==> config.mk <==
export PLATFORM = sky130hd
export DESIGN_NAME = pio_line_ctrl
export DESIGN_NICKNAME = d
export VERILOG_FILES = /design/src/hdl/pio_pkg.sv /design/src/hdl/sync_2ff.sv /design/src/hdl/line_filter.sv /design/src/hdl/pio_line_ctrl.sv
export SDC_FILE = /design/constraint.sdc
export NUM_CORES = 1
export LEC_CHECK = 0
export BUFFER_PORTS_ARGS = -buffer_cell sky130_fd_sc_hd__buf_2
export CELL_PAD_IN_SITES_DETAIL_PLACEMENT = 1
export CELL_PAD_IN_SITES_GLOBAL_PLACEMENT = 2
export CORE_MARGIN = 4
export CORE_UTILIZATION = 25
export CTS_CLUSTER_DIAMETER = 120
export DETAILED_ROUTE_END_ITERATION = 8
export PLACE_DENSITY_LB_ADDON = 0.1
export REMOVE_ABC_BUFFERS = 1
export SETUP_SLACK_MARGIN = 0.15
export SLEW_MARGIN = 20
export SYNTH_ARGS = -nofsm -noshare
export SYNTH_HDL_FRONTEND = slang
export SYNTH_HIERARCHICAL = 1
export SYNTH_SLANG_ARGS = --single-unit
==> constraint.sdc <==
create_clock -name clock -period 3.55 [get_ports clock]
set_input_delay 0.355 -clock clock [delete_from_list [all_inputs] [get_ports clock]]
set_output_delay 0.355 -clock clock [all_outputs]
set_load 0.01 [all_outputs]
==> src/hdl/pio_pkg.sv <==
package pio_pkg;

   // ==========================================================
   // Line count and defined-line map
   // ==========================================================
   localparam int          LINE_COUNT    = 32;
   localparam logic [31:0] DEFINED_LINES = 32'hFFFF_FFFF;

   // ==========================================================
   // Values after reset
   // ==========================================================
   localparam logic [31:0] ZERO_WORD       = 32'h0000_0000;
   localparam logic [31:0] SYNC_MASK_RST   = 32'h0000_0000;
   localparam logic [31:0] OPEN_DRAIN_RST  = 32'h0000_0000;
   localparam logic [31:0] FILTER_RST      = 32'h0000_0000;
   localparam logic [31:0] IRQ_MASK_RST    = 32'h0000_0000;
   localparam logic [31:0] IRQ_STATUS_RST  = 32'h0000_0000;
   localparam logic [31:0] OUT_DATA_RST    = 32'h0000_0000;

   // ==========================================================
   // Timing
   // ==========================================================
   localparam int          SYNC_STAGES     = 2;

endpackage

==> src/hdl/sync_2ff.sv <==
`timescale 1ns/1ns

// ==========================================================
// Two-flop level synchroniser
// ==========================================================
module sync_2ff
#(
   parameter int WIDTH = 1
)
(
   input  wire logic             clock,
   input  wire logic             rst_b,
   input  wire logic [WIDTH-1:0] d_in,
   output logic      [WIDTH-1:0] q_out
);

   logic [WIDTH-1:0] meta_r;

   // First stage feeds only the second stage
   always_ff @(posedge clock or negedge rst_b)
   begin
      if (!rst_b)
      begin
         meta_r <= '0;
         q_out  <= '0;
      end
      else
      begin
         meta_r <= d_in;
         q_out  <= meta_r;
      end
   end

endmodule

==> src/hdl/line_filter.sv <==
`timescale 1ns/1ns

// ==========================================================
// Per-line half-cycle glitch filter
// ==========================================================
// Samples the pin on both clock edges; a level is accepted only
// once a falling-edge and the following rising-edge sample agree,
// so a pulse shorter than half a period is never seen twice.
module line_filter
(
   input  wire logic clock,
   input  wire logic rst_b,
   input  wire logic pin,
   input  wire logic filt_en,
   input  wire logic run,
   output logic      raw_level,
   output logic      level
);

   logic rise_meta_r;
   logic fall_meta_r;
   logic fall_r;
   logic fall_prev_r;

   // Rising-edge synchroniser, unfiltered path
   always_ff @(posedge clock or negedge rst_b)
   begin
      if (!rst_b)
      begin
         rise_meta_r <= 1'b0;
         raw_level   <= 1'b0;
      end
      else
      begin
         rise_meta_r <= pin;
         raw_level   <= rise_meta_r;
      end
   end

   // Falling-edge synchroniser for the half-cycle sample
   always_ff @(negedge clock or negedge rst_b)
   begin
      if (!rst_b)
      begin
         fall_meta_r <= 1'b0;
         fall_r      <= 1'b0;
      end
      else
      begin
         fall_meta_r <= pin;
         fall_r      <= fall_meta_r;
      end
   end

   // Falling sample from half a cycle before the rising one now in
   // raw_level; no first-stage flop feeds the compare
   always_ff @(posedge clock or negedge rst_b)
   begin
      if (!rst_b)
         fall_prev_r <= 1'b0;
      else
         fall_prev_r <= fall_r;
   end

   // Filtered level only advances while the block clock runs
   always_ff @(posedge clock or negedge rst_b)
   begin
      if (!rst_b)
         level <= 1'b0;
      else if (!run)                                         // RL13
         level <= level;
      else if (!filt_en)
         level <= raw_level;
      else if (raw_level == fall_prev_r)                     // RL9 RL10
         level <= raw_level;
   end

endmodule

==> src/hdl/pio_line_ctrl.sv <==
`timescale 1ns/1ns

// Contract
// RL1: Direct output data write changes only lines whose sync mask is set.
// RL2: Mask enable writes set mask bits, disable writes clear; zeros no effect.
// RL3: Sync write mask resets to all zeros.
// RL4: Open-drain lines are only pulled low, released instead of driven high.
// RL5: Open-drain enable/disable set/clear status; applies to controller or peripheral.
// RL6: Open-drain status resets to all zeros.
// RL7: Pin level status returns sampled level of every line, any configuration.
// RL8: With block clock gated off, pin level status holds last sampled levels.
// RL9: Filter rejects pulses under half a cycle, accepts a full cycle; code accepts only pulses spanning a falling edge and the next rising edge.
// RL10: Filter adds a cycle when change precedes rising edge, none for falling.
// RL11: Filter enable/disable writes set/clear filter status; set bit filters line.
// RL12: Filter affects level readback and change detection, not peripheral inputs.
// RL13: Filtering runs only while the block clock is on.
// RL14: Irq enable writes set mask bits, irq disable writes clear them.
// RL15: Change found by comparing two consecutive samples; none while clock off.
// RL16: Change detection works on every line whatever its configuration.
// RL17: Change sets status bit; irq asserted when status and mask both set.
// RL18: All lines' masked conditions ORed onto one interrupt output.
// RL19: Reading irq status returns pending bits then clears them all.
// RL20: Software must service all lines reported in one status read.
// RL21: Set/clear output writes set/clear matching output data status bits.
// RL22: Undefined line bits ignore writes and read as zero.
// RL23: Output data status reads the whole word regardless of sync mask.
// RL24: Output writes update the driven pin level on the following edge.
module pio_line_ctrl
(
   input  wire logic        clock,
   input  wire logic        rst_b,
   input  wire logic        clock_on,
   input  wire logic [31:0] wr_data,
   input  wire logic        set_output_data_we,
   input  wire logic        clear_output_data_we,
   input  wire logic        output_data_status_we,
   input  wire logic        sync_write_mask_enable_we,
   input  wire logic        sync_write_mask_disable_we,
   input  wire logic        open_drain_enable_we,
   input  wire logic        open_drain_disable_we,
   input  wire logic        glitch_filter_enable_we,
   input  wire logic        glitch_filter_disable_we,
   input  wire logic        change_irq_enable_we,
   input  wire logic        change_irq_disable_we,
   input  wire logic        change_irq_status_rd,
   input  wire logic [31:0] line_owned,
   input  wire logic [31:0] line_drive_en,
   input  wire logic [31:0] periph_out,
   input  wire logic [31:0] periph_oe,
   input  wire logic [31:0] pin_in,
   output logic      [31:0] pin_out,
   output logic      [31:0] pin_oe,
   output logic      [31:0] periph_in,
   output logic      [31:0] output_data_status,
   output logic      [31:0] sync_write_mask_status,
   output logic      [31:0] open_drain_status,
   output logic      [31:0] glitch_filter_status,
   output logic      [31:0] pin_level_status,
   output logic      [31:0] change_irq_mask,
   output logic      [31:0] change_irq_status,
   output logic             irq
);

   // ==========================================================
   // Internal signals
   // ==========================================================
   logic [31:0] wr_bits;
   logic [31:0] raw_level;
   logic [31:0] filt_level;
   logic [31:0] prev_level_r;
   logic [31:0] change_v;
   logic [31:0] odsr_nxt;
   logic [31:0] status_nxt;
   logic [31:0] drv_level;
   logic [31:0] drv_en;
   logic        run;

   // Undefined lines never take a written one
   assign wr_bits = wr_data & pio_pkg::DEFINED_LINES;           // RL22

   // ==========================================================
   // Clock-gate indication crosses from the power manager
   // ==========================================================
   sync_2ff #(.WIDTH(1)) u_run_sync
   (
      .clock (clock),
      .rst_b (rst_b),
      .d_in  (clock_on),
      .q_out (run)
   );

   // ==========================================================
   // Per-line filters
   // ==========================================================
   genvar gi;
   generate
      for (gi = 0; gi < pio_pkg::LINE_COUNT; gi++)
      begin : g_line
         line_filter u_filter
         (
            .clock     (clock),
            .rst_b     (rst_b),
            .pin       (pin_in[gi]),
            .filt_en   (glitch_filter_status[gi]),          // RL11
            .run       (run),
            .raw_level (raw_level[gi]),
            .level     (filt_level[gi])
         );
      end
   endgenerate

   // ==========================================================
   // Output data and sync write mask
   // ==========================================================
   // Set then clear, then the masked direct write; one single
   // write never passes a transient value to the pins
   always_comb
   begin
      odsr_nxt = output_data_status;
      if (set_output_data_we)
         odsr_nxt = odsr_nxt | wr_bits;                         // RL21
      if (clear_output_data_we)
         odsr_nxt = odsr_nxt & ~wr_bits;                        // RL21
      if (output_data_status_we)
         odsr_nxt = (odsr_nxt & ~sync_write_mask_status)        // RL1
                  | (wr_bits & sync_write_mask_status);
   end

   // Output data register, readable whole word
   always_ff @(posedge clock or negedge rst_b)
   begin
      if (!rst_b)
         output_data_status <= pio_pkg::OUT_DATA_RST;
      else
         output_data_status <= odsr_nxt;                        // RL23
   end

   // Mask: disable wins when both strobes hit one bit
   always_ff @(posedge clock or negedge rst_b)
   begin
      if (!rst_b)
         sync_write_mask_status <= pio_pkg::SYNC_MASK_RST;      // RL3
      else if (sync_write_mask_enable_we || sync_write_mask_disable_we)
         sync_write_mask_status <= (sync_write_mask_status       // RL2
            | (sync_write_mask_enable_we ? wr_bits : 32'h0000_0000))
            & ~(sync_write_mask_disable_we ? wr_bits : 32'h0000_0000);
   end

   // ==========================================================
   // Open-drain and filter configuration
   // ==========================================================
   always_ff @(posedge clock or negedge rst_b)
   begin
      if (!rst_b)
         open_drain_status <= pio_pkg::OPEN_DRAIN_RST;          // RL6
      else if (open_drain_enable_we || open_drain_disable_we)
         open_drain_status <= (open_drain_status                // RL5
            | (open_drain_enable_we ? wr_bits : 32'h0000_0000))
            & ~(open_drain_disable_we ? wr_bits : 32'h0000_0000);
   end

   always_ff @(posedge clock or negedge rst_b)
   begin
      if (!rst_b)
         glitch_filter_status <= pio_pkg::FILTER_RST;
      else if (glitch_filter_enable_we || glitch_filter_disable_we)
         glitch_filter_status <= (glitch_filter_status          // RL11
            | (glitch_filter_enable_we ? wr_bits : 32'h0000_0000))
            & ~(glitch_filter_disable_we ? wr_bits : 32'h0000_0000);
   end

   // ==========================================================
   // Pin drive
   // ==========================================================
   // Owner picks level and enable; open drain never drives high
   assign drv_level = (line_owned & output_data_status)
                    | (~line_owned & periph_out);
   assign drv_en    = (line_owned & line_drive_en)
                    | (~line_owned & periph_oe);

   // Registered pins: output follows the data register one edge on
   always_ff @(posedge clock or negedge rst_b)
   begin
      if (!rst_b)
      begin
         pin_out <= pio_pkg::ZERO_WORD;
         pin_oe  <= pio_pkg::ZERO_WORD;
      end
      else
      begin
         pin_out <= drv_level & ~open_drain_status;             // RL4
         pin_oe  <= drv_en & ~(open_drain_status & drv_level);  // RL4 RL5 RL24
      end
   end

   // Peripherals see the synchronised but unfiltered pin
   always_ff @(posedge clock or negedge rst_b)
   begin
      if (!rst_b)
         periph_in <= pio_pkg::ZERO_WORD;
      else
         periph_in <= raw_level;                                // RL12
   end

   // ==========================================================
   // Pin level readback
   // ==========================================================
   // Frozen while the block clock is gated, as the real flops would be
   always_ff @(posedge clock or negedge rst_b)
   begin
      if (!rst_b)
         pin_level_status <= pio_pkg::ZERO_WORD;
      else if (run)
         pin_level_status <= filt_level                         // RL7 RL12
                           & pio_pkg::DEFINED_LINES;            // RL22
   end                                                          // RL8

   // ==========================================================
   // Input change interrupt
   // ==========================================================
   // Previous sample only moves when the clock runs
   always_ff @(posedge clock or negedge rst_b)
   begin
      if (!rst_b)
         prev_level_r <= pio_pkg::ZERO_WORD;
      else if (run)
         prev_level_r <= filt_level;                            // RL15
   end

   // Any line, any owner; no detection while gated
   assign change_v = run ? ((filt_level ^ prev_level_r)         // RL15 RL16
                           & pio_pkg::DEFINED_LINES)
                         : pio_pkg::ZERO_WORD;

   // A change in the read cycle survives the clear
   assign status_nxt = (change_irq_status_rd ? pio_pkg::ZERO_WORD // RL19
                                             : change_irq_status)
                     | change_v;                                // RL17

   always_ff @(posedge clock or negedge rst_b)
   begin
      if (!rst_b)
         change_irq_status <= pio_pkg::IRQ_STATUS_RST;
      else
         change_irq_status <= status_nxt;
   end

   always_ff @(posedge clock or negedge rst_b)
   begin
      if (!rst_b)
         change_irq_mask <= pio_pkg::IRQ_MASK_RST;
      else if (change_irq_enable_we || change_irq_disable_we)
         change_irq_mask <= (change_irq_mask                    // RL14
            | (change_irq_enable_we ? wr_bits : 32'h0000_0000))
            & ~(change_irq_disable_we ? wr_bits : 32'h0000_0000);
   end

   // One request line from all masked status bits
   always_ff @(posedge clock or negedge rst_b)
   begin
      if (!rst_b)
         irq <= 1'b0;
      else
         irq <= |(change_irq_status & change_irq_mask);        // RL17 RL18
   end
endmodule

== Word-level counts from Yosys, hierarchy flattened ==
Cells that the tools add are included.

* Register bits after elaboration: 515
* Input port bits: 207
* Output and inout port bits: 321
* Word-level logic and storage cells: 417

* Equality and inequality tests: 64
* Mux-type cells: 77
* Bitwise operators: 34
* Reduce and logical (&&, ||, !) cells: 37

{| class="wikitable"
|+ Operators by type and width
! kind !! count
|-
| AND 32 bit || 15
|-
| 2-to-1 mux 32 bit || 13
|-
| NOT 32 bit || 9
|-
| OR 32 bit || 9
|-
| 2-to-1 mux 1 bit || 64
|-
| inequality test 2 x 1 -> 1 bit, second input constant || 32
|-
| AND reduction 2 bit || 32
|-
| equality test 1 bit || 32
|-
| OR reduction 32 bit || 1
|-
| XOR 32 bit || 1
|-
| logical OR 1 bit || 4
|}

== Depth between registers and ports, before layout ==
* Depth after elaboration: 7
* Depth in mapped cells: 5
* Gate-level depth less buffers: 3

== By module ==
Netlist, hierarchy kept.

{| class="wikitable"
|+ Modules (own cells, without submodules)
! module !! instances !! cells each !! area each (um^2) !! sequential area each (um^2)
|-
| pio_line_ctrl || 1 || 1250 || 12948.7 || 8032.7
|-
| line_filter || 32 || 12 || 180.2 || 150.1
|-
| sync_2ff || 1 || 2 || 50.0 || 50.0
|}

==> impl_metrics.json <==
{
  "synthesis.yosys.warnings": 6,
  "clock-skew-final_ns": 0.02776,
  "worst_pin_slew_ns": 1.085,
  "avgViaCountPerCell": 4.501,
  "netlist.area_leader.share": 0.6015,
  "grt_max_degree": 64,
  "detailroute.via_count": 15092,
  "area_growth_pct": 39.87,
  "critical_path_peak_fanout": 61,
  "floorplan.initialDensity": 0.2521,
  "master_cell_of_the_clock_root_buffer": "clkbuf_16",
  "final.fill_count": 8291,
  "hold_viol": 0,
  "multi_input_combinational_cell_area_sq_um": 5313,
  "antenna_violating_nets_post_route": 0,
  "setup_repair_after_global_routing_missed_its_margin": "false",
  "outcome": "complete, no violations",
  "grt_use_total": 0.1766,
  "htree_levels": 2,
  "post-place-ws_ns": 0.9112,
  "p_per_area_nw_per_um2": 625.2,
  "irDropWorstVdd_uv": 377.2,
  "crit_path_start_kind": "primary input",
  "post_syn_instances": 1636,
  "relSlewSlack": 0.2768,
  "cell_rows": 100,
  "tritoncts.num_buffers": 60,
  "timing.hold.worst.class": "in2reg",
  "ff2ff_path_depth": 0,
  "finalNetCount": 2538,
  "synth_sequential_area_ratio": 0.6868,
  "synth_area_leader_cell": "dfrtp_1",
  "dp_hpwl_um": 50430,
  "first_pass_grt_wire_length_um": 105900,
  "syn_area_sq_um": 18760,
  "globalplace.congestion": 0.7810,
  "synth-seq-cells": 515,
  "asyncSetResetFlopFracSynth": 1.000,
  "slew_violations": 0,
  "clk_path_buf_depth": 3,
  "wl_um": 71880,
  "core_region_area_sq_um": 74450,
  "number_of_synthesized_flops_with_an_enable_pin": 0,
  "die_y_um": 282.0,
  "arrival_ns": 1.62,
  "cts_tree": "built",
  "floorplan.io_pins": 528,
  "wire_per_inst_um": 21.44,
  "timing.setup.tns_ns": 0,
  "p_leak_uw": 0.01257,
  "clock_sinks": 515,
  "synthTopCellsByArea": "dfrtp_1 60%, dfrtn_1 8.5%, a21oi_1 7.7%, nand3_1 3.4%, nand2_1 3.2%",
  "final-setup-viol-count": 0,
  "post_synth_top_cells": "451 x dfrtp_1, 289 x a21oi_1, 158 x nand2_1",
  "drcViolationCount": 0,
  "clk_pin_slew_ns": 0.06,
  "sequential_cell_area_sq_um": 12890,
  "drv_cap": 0,
  "layout-drive-gt1-share": 0.2911,
  "yosys_most_used_dff": "dfrtp_1",
  "floorplan.die_area_sq_um": 79500,
  "postSynthAreaPerCell_sq_um": 11.47,
  "postLayoutSetupSlackWorst_ns": 0.9600,
  "cp-end-kind": "asynchronous set/reset pin",
  "initialDrtViolationCount": 457,
  "grt_pass1_vias": 16465,
  "synth.distinct_cells": 25,
  "setup.worst_path.class": "in2async",
  "crit_required_ns": 2.58,
  "cts_resized": 0,
  "number_of_antenna_violations_at_the_first_check_in_global_routing": 4,
  "die_width_um": 282.0,
  "holdPathStages": 3,
  "globalRouteOverflowTotal": 0,
  "clock_latency_ns": 0.61,
  "drt_pass1_iterations": 4,
  "library_cell_with_the_highest_instance_count_after_synthesis": "dfrtp_1",
  "buffer_ports.inserted": 527
}
-- worst paths after layout --
path	slack [ns]	start	end
max	0.96	rst_b	g_line[0].u_filter/fall_r$_DFF_NN0_
min	0.05	line_owned[21]	pin_out[21]$_DFF_PN0_
max reg2reg	1.35	g_line[7].u_filter/fall_r$_DFF_NN0_	g_line[7].u_filter/fall_prev_r$_DFF_PN0_
min reg2reg	0.30	g_line[11].u_filter/fall_meta_r$_DFF_NN0_	g_line[11].u_filter/fall_r$_DFF_NN0_
max in group clock	1.18	pin_in[13]	g_line[13].u_filter/fall_meta_r$_DFF_NN0_
min in group asynchronous	0.19	rst_b	periph_in[21]$_DFF_PN0_
-- logic make-up (layout without fill, tap and decap cells) --
kind of cell | Yosys count | count (layout) | synth area share
xor+xnor | 32 | 32 | 0.01494
simple gates | 449 | 449 | 0.1096
compound gates | 432 | 432 | 0.1218
mux | 65 | 65 | 0.03681
flops | 515 | 515 | 0.6868
buf+inv | 143 | 888 | 0.03007
other cells | 0 | 3 | 0
-- routing by layer --
metal  part of all wire  GRT usage
met3              0.059    0.04206
met1               0.40     0.2120
met4              0.029    0.05598
met5                  0          0
met2               0.51     0.3132
-- per-stage QoR --
step                      std cells  power [uW]  hold slack [ns]  utilization  area, sq um
final                          3353       16410          0.05175       0.3526        26250
after global routing           3353       17300          0.02795       0.3526        26250
after CTS                      3350       16750         0.003746       0.3525        26240
after detailed placement       3086        9901           0.2270       0.3038        22620
after global placement         3086        9828           0.2285       0.3038        22620
after floorplan                1557        8221          0.05941            -        18440
-- power by group --
group          total (uW)  switching [uW]  internal [uW]
combinational        2660            1540           1120
clock                6530            2540           3980
sequential           7230             654           6570
-- area by class of cell --
class	count	area share
Clock buffer	90	0.06841
Sequential cell	515	0.4912
Inverter	64	0.009153
Tap cell	969	0.04619
Multi-Input combinational cell	978	0.2024
Clock inverter	22	0.01163
Timing Repair Buffer	712	0.1708
Antenna cell	3	0.0002860
-- critical path, cell delays in order --
cell and delay (ns):
dlygate4sd3_1 0.57, buf_8 0.25, buf_12 0.32
-- cells in the final DEF (no fill, tap or decap), drive strengths merged, types with 32 or more instances in the layout --
cell,instances
xor2,32
buf,560
dfrtp,451
nand2b,32
mux2i,33
dfrtn,64
nand3,127
dlygate4sd3,152
o21ai,96
inv,64
a21oi,289
clkbuf,90
nand2,158
nor2,64
mux2,32
-- repair_timing --
| action | 4_1_cts | 5_1_grt |
|---|---|---|
| setup buffers | 0 | 0 |
| endpoints found under the hold margin | 298 | 0 |
| hold buffers | 152 | 0 |
(Power assumes the default switching activity.)
